<file path="config.mk">
export PLATFORM = sky130hd
export DESIGN_NAME = lbs_ctrl
export DESIGN_NICKNAME = d
export VERILOG_FILES = /design/src/rtl/lbs_pkg.sv /design/src/rtl/lbs_bank.sv /design/src/rtl/lbs_ctrl.sv
export SDC_FILE = /design/constraint.sdc
export NUM_CORES = 1
export LEC_CHECK = 0
export BUFFER_PORTS_ARGS = -buffer_cell sky130_fd_sc_hd__buf_2
export CAP_MARGIN = 20
export CELL_PAD_IN_SITES_DETAIL_PLACEMENT = 0
export CELL_PAD_IN_SITES_GLOBAL_PLACEMENT = 1
export CORE_UTILIZATION = 42
export DETAILED_ROUTE_END_ITERATION = 8
export PLACE_DENSITY = 0.75
export SLEW_MARGIN = 40
export SYNTH_ARGS = -nofsm -noshare
export SYNTH_HDL_FRONTEND = slang
export SYNTH_SLANG_ARGS = --single-unit
</file>
<file path="constraint.sdc">
create_clock -name mclk_in -period 2.8 [get_ports mclk_in]
set_input_delay 0.14 -clock mclk_in [delete_from_list [all_inputs] [get_ports mclk_in]]
set_output_delay 0.14 -clock mclk_in [all_outputs]
set_load 0.1 [all_outputs]
</file>
<file path="src/rtl/lbs_pkg.sv">
// package: command codes, bank states and timing counts for the bank sequencer
// How it works
// - commands only with clock enable high twice
// - never issue undefined state-command pairs
// - refresh and mode write need all idle
// - only NOPs during mode register states
// - keep activate-to-activate delay across banks
// - precharge all needs every bank valid
// - no mode write while row activating
// - mode read allowed while precharging
// - reset only when all idle or at power-on, no burst
// - auto precharge then other banks allowed
// - reset is a mode write, starts init
// - mode read in resetting returns to resetting
// - write to reading bank after burst
// - read to writing bank after burst
// - mask bit high inhibits its byte lane of the write beat
package lbs_pkg;
   localparam int NUM_BANKS  = 8;    // banks tracked
   localparam int CNT_W      = 8;    // width of delay counters
   localparam int T_RP_CYC   = 3;    // precharge period, cycles
   localparam int T_RCD_CYC  = 3;    // activate-to-column, cycles
   localparam int T_RRD_CYC  = 2;    // activate-to-activate, cycles
   localparam int T_MRR_CYC  = 4;    // mode read period, cycles
   localparam int T_MRW_CYC  = 5;    // mode write period, cycles
   localparam int T_BURST_CYC = 4;   // burst length 8 at two beats/clock
   localparam int T_XP_CYC   = 2;    // exit time from power down
   localparam int T_INIT_CYC = 8;    // self-initialisation after reset
   localparam int DQ_W       = 32;   // data width
   localparam int DM_W       = 4;    // mask lanes

   // command codes presented by the user side
   typedef enum logic [3:0] {
      CMD_NOP  = 4'h0,
      CMD_ACT  = 4'h1,
      CMD_RD   = 4'h2,
      CMD_WR   = 4'h3,
      CMD_PRE  = 4'h4,
      CMD_PREA = 4'h5,
      CMD_REF  = 4'h6,
      CMD_MRR  = 4'h7,
      CMD_MRW  = 4'h8,
      CMD_RST  = 4'h9
   } lbs_cmd_type;

   // per-bank state
   typedef enum logic [3:0] {
      BS_POWERON  = 4'h0,
      BS_RESETTING = 4'h1,
      BS_IDLE     = 4'h2,
      BS_ACTIVATING = 4'h3,
      BS_ACTIVE   = 4'h4,
      BS_READING  = 4'h5,
      BS_WRITING  = 4'h6,
      BS_PRECHARGING = 4'h7,
      BS_MRREAD   = 4'h8,
      BS_MRWRITE  = 4'h9
   } lbs_bank_type;

   // request from the user side
   typedef struct packed {
      lbs_cmd_type cmd;
      logic [2:0]  bank;
      logic        auto_pre;
   } lbs_req_type;

   // one write beat with its mask
   typedef struct packed {
      logic [DQ_W-1:0] data;
      logic [DM_W-1:0] mask;
   } lbs_beat_type;
endpackage

</file>
<file path="src/rtl/lbs_bank.sv">
// one bank state tracker with its own delay counter
`timescale 1ns/100ps
module lbs_bank (
   input  wire logic              mclk_in,
   input  wire logic              rstn_in,
   input  wire logic              go_in,
   input  wire lbs_pkg::lbs_cmd_type cmd_in,
   input  wire logic              auto_pre_in,
   output lbs_pkg::lbs_bank_type  state_out
);
   import lbs_pkg::*;

   lbs_bank_type     st_reg, st_next;     // bank state
   lbs_bank_type     ret_reg, ret_next;   // state to return to after mrr
   logic [CNT_W-1:0] cnt_reg, cnt_next;   // remaining delay
   logic             ap_reg, ap_next;     // burst ends in precharge

   // load counter, cast to counter width
   function automatic logic [CNT_W-1:0] ld(input int c);
      return CNT_W'(c - 1);
   endfunction

   // next-state logic of the bank
   always_comb begin
      st_next  = st_reg;
      ret_next = ret_reg;
      cnt_next = (cnt_reg != '0) ? cnt_reg - 1'b1 : cnt_reg;
      ap_next  = ap_reg;
      if (go_in) begin
         case (cmd_in)
            CMD_RST: begin
               st_next = BS_RESETTING;
               cnt_next = ld(T_INIT_CYC);
            end
            CMD_MRW: begin
               st_next = BS_MRWRITE;
               cnt_next = ld(T_MRW_CYC);
            end
            CMD_PRE, CMD_PREA: begin
               st_next = BS_PRECHARGING;
               cnt_next = ld(T_RP_CYC);
            end
            CMD_ACT: begin
               st_next = BS_ACTIVATING;
               cnt_next = ld(T_RCD_CYC);
            end
            CMD_RD, CMD_WR: begin
               st_next = (cmd_in == CMD_RD) ? BS_READING : BS_WRITING;
               ap_next = auto_pre_in;
               cnt_next = ld(T_BURST_CYC);
            end
            CMD_MRR: begin
               // remember where to land; transitions settle meanwhile
               ret_next = (st_reg == BS_ACTIVATING) ? BS_ACTIVE :
                          (st_reg == BS_PRECHARGING) ? BS_IDLE : st_reg;
               st_next = BS_MRREAD;
               if (cnt_reg < ld(T_MRR_CYC))
                  cnt_next = ld(T_MRR_CYC);
            end
            default: begin
            end
         endcase
      end else if (cnt_reg == '0) begin
         case (st_reg)
            BS_PRECHARGING: st_next = BS_IDLE;
            BS_ACTIVATING:  st_next = BS_ACTIVE;
            BS_MRREAD:      st_next = ret_reg;
            BS_MRWRITE:     st_next = BS_IDLE;
            // initialisation done, bank becomes usable
            BS_RESETTING:   st_next = BS_IDLE;
            BS_READING, BS_WRITING: begin
               if (ap_reg) begin
                  st_next = BS_PRECHARGING;
                  cnt_next = ld(T_RP_CYC);
               end else begin
                  st_next = BS_ACTIVE;
               end
            end
            default: st_next = st_reg;
         endcase
      end
   end

   // state registers
   always_ff @(posedge mclk_in or negedge rstn_in) begin
      if (!rstn_in) begin
         st_reg  <= BS_POWERON;
         ret_reg <= BS_IDLE;
         cnt_reg <= '0;
         ap_reg  <= 1'b0;
      end else begin
         st_reg  <= st_next;
         ret_reg <= ret_next;
         cnt_reg <= cnt_next;
         ap_reg  <= ap_next;
      end
   end

   assign state_out = st_reg;

   // an mrr may legally cut in, so only quiet precharges are timed
   a_prech_idle: assert property (@(posedge mclk_in) disable iff (!rstn_in)
      (go_in && cmd_in inside {CMD_PRE, CMD_PREA}) ##1 !go_in [*3] |->
      st_reg == BS_PRECHARGING ##1 st_reg == BS_IDLE)
      else $error("precharge period wrong");
   a_mrw_idle: assert property (@(posedge mclk_in) disable iff (!rstn_in)
      (go_in && cmd_in == CMD_MRW) |=> st_reg == BS_MRWRITE [*5]
      ##1 st_reg == BS_IDLE) else $error("mode write period wrong");
endmodule // lbs_bank

</file>
<file path="src/rtl/lbs_ctrl.sv">
// controller top: legality checking, command issue and write masking
`timescale 1ns/100ps
module lbs_ctrl (
   input  wire logic                 mclk_in,
   input  wire logic                 rstn_in,
   input  wire logic                 req_valid_in,
   input  wire lbs_pkg::lbs_req_type req_in,
   output logic                      req_ready_out,
   output logic                      req_reject_out,
   input  wire logic                 cke_pin_in,
   input  wire lbs_pkg::lbs_beat_type wbeat_in,
   input  wire logic                 wbeat_valid_in,
   output lbs_pkg::lbs_cmd_type      dram_cmd_out,
   output logic [2:0]                dram_bank_out,
   output logic                      dram_ap_out,
   output logic [lbs_pkg::DQ_W-1:0]  dram_dq_out,
   output logic [lbs_pkg::DM_W-1:0]  dram_dm_out,
   output logic                      dram_dq_oen_out,
   output logic [lbs_pkg::NUM_BANKS-1:0] bank_idle_out
);
   import lbs_pkg::*;

   lbs_bank_type bst [NUM_BANKS];        // bank states
   logic [NUM_BANKS-1:0] sel;            // banks the command touches
   logic  cke_s1_reg, cke_s2_reg, cke_s3_reg; // clock enable synchroniser
   logic [CNT_W-1:0] xp_reg, xp_next;    // exit time counter
   logic [CNT_W-1:0] rrd_reg, rrd_next;  // activate spacing counter
   logic [2:0] lact_reg, lact_next;      // last activated bank
   logic  go;                            // command is issued this cycle
   logic  legal;                         // request is allowed now
   logic  cke_ok;                        // clock enable held two cycles and exit time elapsed
   logic  all_idle, any_mr, any_burst;
   lbs_cmd_type  cmd_reg, cmd_next;      // command pins
   logic [2:0]   bnk_reg, bnk_next;
   logic         ap_reg, ap_next;
   lbs_beat_type beat_reg, beat_next;    // data and mask pins
   logic         oen_reg, oen_next;

   // true when a precharge is valid from this state
   function automatic logic pre_ok(input lbs_bank_type s);
      return s inside {BS_IDLE, BS_ACTIVE, BS_PRECHARGING};
   endfunction

   // two-flop synchroniser, third stage for previous-cycle value
   always_ff @(posedge mclk_in or negedge rstn_in) begin
      if (!rstn_in) begin
         cke_s1_reg <= 1'b0;
         cke_s2_reg <= 1'b0;
         cke_s3_reg <= 1'b0;
      end else begin
         cke_s1_reg <= cke_pin_in;
         cke_s2_reg <= cke_s1_reg;
         cke_s3_reg <= cke_s2_reg;
      end
   end
   assign cke_ok = cke_s2_reg && cke_s3_reg && (xp_reg == '0);

   // bank trackers
   for (genvar b = 0; b < NUM_BANKS; b++) begin : g_bank
      assign sel[b] = (req_in.cmd inside {CMD_PREA, CMD_REF, CMD_MRW,
                       CMD_RST, CMD_MRR}) || (req_in.bank == 3'(b));
      lbs_bank u_bank (
         .mclk_in     (mclk_in),
         .rstn_in     (rstn_in),
         .go_in       (go && sel[b] && req_in.cmd != CMD_REF),
         .cmd_in      (req_in.cmd),
         .auto_pre_in (req_in.auto_pre),
         .state_out   (bst[b])
      );
      assign bank_idle_out[b] = (bst[b] == BS_IDLE);
   end

   // summary flags over all banks
   always_comb begin
      all_idle = 1'b1;
      any_mr = 1'b0;
      any_burst = 1'b0;
      for (int i = 0; i < NUM_BANKS; i++) begin
         if (bst[i] != BS_IDLE) all_idle = 1'b0;
         if (bst[i] inside {BS_MRREAD, BS_MRWRITE}) any_mr = 1'b1;
         if (bst[i] inside {BS_READING, BS_WRITING}) any_burst = 1'b1;
      end
   end

   // legality of the requested command in the current bank state
   always_comb begin
      lbs_bank_type s;
      s = bst[req_in.bank];
      legal = 1'b0;
      if (!any_mr) begin
         case (req_in.cmd)
            CMD_NOP:  legal = 1'b1;
            CMD_ACT:  legal = (s == BS_IDLE) &&
                              (rrd_reg == '0 || req_in.bank == lact_reg);
            CMD_RD:   legal = (s inside {BS_ACTIVE, BS_WRITING, BS_READING})
                              && !(s == BS_WRITING);
            CMD_WR:   legal = (s inside {BS_ACTIVE, BS_WRITING});
            CMD_PRE:  legal = pre_ok(s);
            CMD_PREA: begin
               legal = 1'b1;
               for (int i = 0; i < NUM_BANKS; i++)
                  if (!pre_ok(bst[i])) legal = 1'b0;
            end
            CMD_REF, CMD_MRW: legal = all_idle;
            CMD_RST:  legal = (all_idle || bst[0] == BS_POWERON) &&
                              !any_burst;
            CMD_MRR:  begin
               legal = 1'b1;
               for (int i = 0; i < NUM_BANKS; i++)
                  if (bst[i] inside {BS_READING, BS_WRITING, BS_POWERON})
                     legal = 1'b0;
            end
            default:  legal = 1'b0;
         endcase
      end
   end

   assign go = req_valid_in && cke_ok && legal && req_in.cmd != CMD_NOP;
   assign req_ready_out  = cke_ok && legal;
   assign req_reject_out = req_valid_in && cke_ok && !legal;

   // timing counters and pin registers
   always_comb begin
      xp_next  = cke_ok ? xp_reg : CNT_W'(T_XP_CYC);
      if (cke_s2_reg && cke_s3_reg && xp_reg != '0) xp_next = xp_reg - 1'b1;
      rrd_next = (rrd_reg != '0) ? rrd_reg - 1'b1 : rrd_reg;
      lact_next = lact_reg;
      if (go && req_in.cmd == CMD_ACT) begin
         rrd_next  = CNT_W'(T_RRD_CYC - 1);
         lact_next = req_in.bank;
      end
      cmd_next = go ? req_in.cmd : CMD_NOP;
      bnk_next = go ? req_in.bank : 3'h0;
      ap_next  = go && req_in.auto_pre;
      beat_next = beat_reg;
      oen_next  = 1'b1;
      if (wbeat_valid_in) begin
         beat_next = wbeat_in;
         oen_next  = 1'b0;
      end
   end

   // registers
   always_ff @(posedge mclk_in or negedge rstn_in) begin
      if (!rstn_in) begin
         xp_reg   <= '0;
         rrd_reg  <= '0;
         lact_reg <= 3'h0;
         cmd_reg  <= CMD_NOP;
         bnk_reg  <= 3'h0;
         ap_reg   <= 1'b0;
         beat_reg <= '0;
         oen_reg  <= 1'b1;
      end else begin
         xp_reg   <= xp_next;
         rrd_reg  <= rrd_next;
         lact_reg <= lact_next;
         cmd_reg  <= cmd_next;
         bnk_reg  <= bnk_next;
         ap_reg   <= ap_next;
         beat_reg <= beat_next;
         oen_reg  <= oen_next;
      end
   end

   assign dram_cmd_out    = cmd_reg;
   assign dram_bank_out   = bnk_reg;
   assign dram_ap_out     = ap_reg;
   assign dram_dq_out     = beat_reg.data;
   assign dram_dm_out     = beat_reg.mask;
   assign dram_dq_oen_out = oen_reg;

   a_mr_nop: assert property (@(posedge mclk_in) disable iff (!rstn_in)
      any_mr |-> !go) else $error("command during mode register state");
   a_act_space: assert property (@(posedge mclk_in) disable iff (!rstn_in)
      (go && req_in.cmd == CMD_ACT) |=> !(go && req_in.cmd == CMD_ACT))
      else $error("activates too close");
   a_cke_gate: assert property (@(posedge mclk_in) disable iff (!rstn_in)
      go |-> cke_s2_reg && $past(cke_s2_reg)) else $error("cke low");
   a_all_idle: assert property (@(posedge mclk_in) disable iff (!rstn_in)
      (go && req_in.cmd inside {CMD_REF, CMD_MRW}) |-> all_idle)
      else $error("refresh or mode write not idle");
   a_pin_cmd: assert property (@(posedge mclk_in) disable iff (!rstn_in)
      go |=> dram_cmd_out == $past(req_in.cmd)) else $error("pin cmd");
   a_rd_wr: assert property (@(posedge mclk_in) disable iff (!rstn_in)
      (go && req_in.cmd == CMD_RD) |-> bst[req_in.bank] != BS_WRITING)
      else $error("read into write burst");
   a_mask_pin: assert property (@(posedge mclk_in) disable iff (!rstn_in)
      wbeat_valid_in |=> dram_dm_out == $past(wbeat_in.mask) && !oen_reg)
      else $error("mask lost");
   a_reset_ok: assert property (@(posedge mclk_in) disable iff (!rstn_in)
      (go && req_in.cmd == CMD_RST) |-> !any_burst)
      else $error("reset during burst");
   c_act: cover property (@(posedge mclk_in) go && req_in.cmd == CMD_ACT);
   c_mrr: cover property (@(posedge mclk_in) go && req_in.cmd == CMD_MRR);
   c_rej: cover property (@(posedge mclk_in) req_reject_out);
endmodule // lbs_ctrl

</file>
[Word-level counts from Yosys, hierarchy flattened]
Index checks and enable logic that the tools add are counted.
Cells by class
  bitwise logic cells: 1
  reductions and logical operators: 170
  eq/ne operators: 112
  muxes and demuxes: 158
  $add $sub $neg: 10
  order comparisons: 9
Operators with widths (count)
  8-bit two-way mux: 52
  8-bit one-hot mux with 5 select lines: 8
  4-bit by 3-bit equality test with 1-bit output (second input constant): 40
  4-bit two-way mux: 35
  4-bit one-hot mux with 4 select lines: 8
  8-bit logical NOT: 10
  8-bit nonzero test: 10
  8-bit by 1-bit subtractor with 8-bit output (second input constant): 10
  4-bit by 2-bit equality test with 1-bit output (second input constant): 19
  4-bit equality test (second input constant): 18
  8-bit by 2-bit < comparator with 1-bit output (second input constant): 8
  7-bit inequality test (second input constant): 8
  3-bit nonzero test: 18
  2-bit nonzero test: 26
  5-bit nonzero test: 9
  1-bit two-way mux: 42
  4-bit by 1-bit equality test with 1-bit output (second input constant): 9
  4-bit logical NOT: 9
  4-bit by 2-bit inequality test with 1-bit output (second input constant): 8
  2-bit AND reduction: 16
  1-bit logical AND: 29
  3-bit OR reduction: 9
  4-bit one-hot mux with 6 select lines: 1
  3-bit AND reduction: 8
  other kinds (17): 50
Word-level totals
  output and inout bits: 55
  logic and storage cells: 504
  register bits after elaboration: 203

[Depth between registers and ports, before layout]
  depth after elaboration: 20
  mapped depth: 13
  gate-level depth less buffers: 11

[Modules after synthesis]
Synthesis repeated with hierarchy kept, for this count alone.
Second synthesis, totals
  cell total of the unflattened synthesis: 1542
  area, all modules: 14202.4 µm²
By module, submodules not included
  lbs_bank (g_bank[0].u_bank ...): cells each 146, sequential area each 426.7 µm², instances 7, area an instance 1288.7 µm²
  lbs_ctrl: cells each 384, sequential area each 1677.9 µm², instances 1, area an instance 3957.5 µm²
  lbs_bank (g_bank[7].u_bank): cells each 136, sequential area each 426.7 µm², instances 1, area an instance 1223.7 µm²

[Worst setup path before layout]
No wires, ideal clock.
  path kind: register to output
  start point: reg g_bank[2].u_bank.st_reg[0]
  end point: out req_ready_out
  path buffers: 2
  stages on the path, launching flop included: 11
  slack: -4.052 ns
  arrival: 6.712 ns
  path through: dfrtp_1 -> clkbuf_1 -> nor4b_1 -> and4_1 -> nand3_1 -> a2111o_1 -> nand3_1 -> nor3_2 -> or2_1 -> clkbuf_1 -> nor2_1
On the way
  elaborated cells between the ends (all ways): 63
  classes of those cells: eq/ne: 13; mux: 35; reduce/logical: 15
RTL lines
  start, declared: RTL line lbs_bank.sv:13  | lbs_bank_type st_reg, st_next;
  start signal, assigned: RTL line lbs_bank.sv:92  | st_reg <= st_next;
  4-bit by 2-bit equality test with 1-bit output
  net bank_idle_out, one bit: RTL line lbs_ctrl.sv:19  | output logic [lbs_pkg::NUM_BANKS-1:0] bank_idle_out
  3-bit nonzero test: RTL line lbs_ctrl.sv:41  | return s inside {BS_IDLE, BS_ACTIVE, BS_PRECHARGING};
  1-bit two-way mux (6 in a row): RTL line lbs_ctrl.sv:102  | if (!pre_ok(bst[i])) legal = 1'b0;
  1-bit one-hot mux with 9 select lines: RTL line lbs_ctrl.sv:91  | case (req_in.cmd)
  1-bit two-way mux: RTL line lbs_ctrl.sv:90  | if (!any_mr) begin
  1-bit logical AND: RTL line lbs_ctrl.sv:119  | assign req_ready_out = cke_ok && legal;
  end, declared: RTL line lbs_ctrl.sv:8  | output logic req_ready_out,
The timed path passes the listed nets, and every way through them passes these cells. The select of a mux whose other input is x is not followed.

[Final worst setup path]
  start point: reg g_bank[1].u_bank.st_reg[0]
  end point: reg g_bank[0].u_bank.ret_reg[3]
On the way
  word-level cells in the longest chain between the ends: 18
  elaborated cells between the ends (all ways): 72
  classes of those cells: eq/ne: 13; mux: 40; reduce/logical: 19
Ends and longest elaborated chain
  start, declared: RTL line lbs_bank.sv:13
  start signal, assigned: RTL line lbs_bank.sv:92
  4-bit by 3-bit equality test with 1-bit output: RTL line lbs_ctrl.sv:81, lbs_ctrl.sv:110
  2-bit nonzero test: RTL line lbs_ctrl.sv:81  | if (bst[i] inside {BS_READING, BS_WRITING}) any_burst = 1'b1;
  1-bit two-way mux (7 in a row): RTL line lbs_ctrl.sv:81
  1-bit logical NOT: RTL line lbs_ctrl.sv:106  | !any_burst;
  1-bit logical AND: RTL line lbs_ctrl.sv:105  | CMD_RST: legal = (all_idle || bst[0] == BS_POWERON) &&
  1-bit one-hot mux with 9 select lines: RTL line lbs_ctrl.sv:91
  1-bit two-way mux *: RTL line lbs_ctrl.sv:90
  1-bit logical AND * (2 in a row): RTL line lbs_ctrl.sv:118  | assign go = req_valid_in && cke_ok && legal && req_in.cmd != CMD_NOP;
  1-bit logical AND * (2 in a row): RTL line lbs_ctrl.sv:65  | .go_in (go && sel[b] && req_in.cmd != CMD_REF),
  2-bit AND reduction (no line) *
  end signal, assigned: RTL line lbs_bank.sv:93  | ret_reg <= ret_next;
  end, declared: RTL line lbs_bank.sv:14  | lbs_bank_type ret_reg, ret_next;
Mark *: on every way between the ends. The rest lies on a longest branch, timed or not. The select of a mux whose other input is x is not followed.
A chain may end at the register's enable or synchronous reset.

==> metrics.cfg <==
[floorplanning]
die_h_um=173
core_um2=28600
die_width_um=173
start_util=0.427
dieArea_um2=29800
io_pins=104
core.rowCount=62

[global_routing]
grt_use_total=0.256
grt_pass1_wl_mm=61.0
grt_overflow=0
grt_start_max_net_pins=69
antenna_found_initial=1
grt_pass1_vias=11180

[critical_path]
critPathKind=reg2reg
cp.depth=12
path_cells=buf_4, nor4b_4, and4_1, nand3_2, a2111o_1, nand3_2, nor3_4, buf_6, or3_4, or2_4, buf_6, mux2_4
crit_slowest_cell=dfrtp_2
startpoint_type=register
crit_path_end_kind=register
worstPathMaxFanout=5
cp_num_buf_inv=3
r2r_cells=12
cp.required_ns=3.19
critical_path.top_delay_family=simple AND/OR/NAND/NOR gates
slowest_delay_ns=0.45
arrival_ns=3.58

[routing]
drc_errors=0
routed_wl_mm=38.5
vias=11403
drtIter0Drc=964
wl_per_cell_um=18.6
vias_per_cell=5.51
dr.pass1.iters=7
ant_nets=0

[finish]
largest_register_ffs=64
diodes=0
drive_above_1_share=0.366
fin_area_um2=17100
instances_no_fill=2070
nets=1744
syn2layout_area_growth_pct=40.0

[worst_hold_path]
worstHoldPathCells=3
hold_path_class=in2reg

[sta]
max_freq_mhz=314
final.setup.worst_slack_ns=-0.390
drv_slew=0
whs_ns=0.0582
worstMarginPinSlew_ns=0.836
skew_ns=0.0200
min_period_ns=3.19
final.setup.tns_ns=-31.87
rsz0062_at_grt=true
slew_headroom=0.442
fin_crit_sh=1.14
hold_viol=0
setup_viol=153

[clock_tree]
root_buffer=clkbuf_16
clock-sinks=203
cts_max_level=1
cts_made_buffers=25
clkTransAtPathRegs_ns=0.06
clock_latency_ns=0.52
cts_buffer_depth=3
cts_tree=done

[synth]
synth_edf_count=0
netlist_area_um2=12200
yosys_warnings=0
synthCells=1336
yosysTopAreaCellShare=0.397
ys.flop_type=dfrtp_1
synth_area_per_cell_um2=9.14
synth-async-reset-ratio=1.00
ys_seq_area_frac=0.417
synth_seq_cells=203
synthTopCellsByArea=dfrtp_1 40%, mux2_2 5.5%, xnor2_1 4.9%, o21ai_0 4.0%, nor2_1 4.0%
syn_nets=1411
yosysTopAreaCell=dfrtp_1
synth_cell_types=81

[power_and_ir_drop]
ir_worst_vdd_v=0.000448
switchingPower_w=0.00402
p_seq_frac=0.372
p_int_w=0.00720
powerDensity_nw_per_um2=656
p_leak_nw=7.47
netSwitchingFraction=0.358
pwr-share-comb=0.344
clkPwrFrac=0.284

[placement]
post-dp-hpwl_mm=26.9
globalplace.congestion=0.949
place_inst=1959
post_dp_cell_area_um2=14900
placement.io_buffers=103
post-place-ws_ns=-0.380

[status]
outcome=finished, violations left
violations=setup timing

[run]
max_cap_viol_count=0

[final timing paths]
path	from	to	slack, ns
min in group asynchronous	rstn_in	dram_dq_out[10]	0.20
max	g_bank[1].u_bank.state_out[0]	g_bank[0].u_bank.ret_reg[3]	-0.39
min reg2reg	cke_s1_reg	cke_s2_reg	0.35
max reg2reg	g_bank[1].u_bank.state_out[0]	g_bank[0].u_bank.ret_reg[3]	-0.39
min	req_in[0]	g_bank[5].u_bank.ap_reg	0.06
max in group asynchronous	rstn_in	g_bank[4].u_bank.state_out[2]	1.70
[through the flow]
step	power, W	util
floorplan	0.00669	-
global placement	0.00764	0.520
detailed placement	0.00773	0.520
CTS	0.0111	0.579
global route	0.0119	0.598
finish	0.0112	0.598
[layout by cell type, fill, tap and decap left out, types with 22 or more instances in the layout]
master,count
nor2_1,116
o21ai_0,69
buf_6,39
buf_2,100
a21oi_1,59
nor3_1,45
dfrtp_1,184
ha_1,26
mux2_2,55
inv_1,48
nor4_1,24
buf_4,193
xnor2_1,68
nand2b_1,30
dlygate4sd3_1,38
nand2_1,112
clkbuf_16,25
o21ai_1,22
[tightest hold or removal path, stage by stage]
cell and delay (ns):
buf_2 0.22, nand3_1 0.12, nand2_1 0.05
[routing by layer]
layer | global-route usage | part of all wire
met1 | 0.353 | 0.44
met2 | 0.413 | 0.46
met3 | 0.0424 | 0.067
met4 | 0.0778 | 0.032
met5 | 0 | 0
[what timing repair did]
action                                  4_1_cts  5_1_grt
cloned                                        2        0
endpoints found under the hold margin        96        0
pin swaps                                    18       33
setup buffers                                14       19
endpoints found under the setup margin      156      157
hold buffers                                 38        0
gates resized for setup                      94      118
[kinds of logic after synthesis]
family                     count (synthesis)  share of synthesized area
and+or+nand+nor                          510                      0.213
AOI/OAI and AO/OA                        281                      0.141
DFF                                      203                      0.417
buffers and inverters                    131                     0.0439
muxes                                    102                     0.0982
xor gates and xnor gates                  83                     0.0595
adders and majority gates                 26                     0.0266
[layout make-up]
type	instances	area (um^2)
timing repair buffer	387	3100
clock buffer	39	718
clock inverter	5	78.8
fill	2420	11500
tap	384	480
inverter	49	184
sequential	203	5100
multi-input combinational	1003	7440
[synthesized netlist by cell type (6+ instances only)]
master	number
nand4_1	7
nor2b_1	18
dfrtp_1	194
xor2_1	15
ha_1	26
clkbuf_1	60
and2_1	11
buf_2	15
a31oi_1	7
o21ai_0	97
nand3_1	27
o21ai_1	20
nor4b_1	12
o31ai_1	8
and3_1	8
inv_1	48
xnor2_1	68
o31a_1	6
o211ai_1	6
nand3b_1	9
nor2_1	129
nand2b_1	30
a21oi_1	63
o32a_1	6
dfstp_2	9
mux2i_1	28
nand2_1	122
o22ai_1	9
nor4_1	29
or4_1	16
mux2_2	60
or2_2	7
mux4_2	6
nor3_1	51
or3_1	10
[power groups by stage]
stage	clock, W	sequential (W)	combinational [W]
5_1_grt	0.00340	0.00427	0.00427
3_3_place_gp	0	0.00418	0.00346
2_1_floorplan	0	0.00447	0.00222
3_5_place_dp	0	0.00420	0.00353
6_report	0.00318	0.00417	0.00386
4_1_cts	0.00328	0.00416	0.00370
Power figures use the tool's default switching activity.
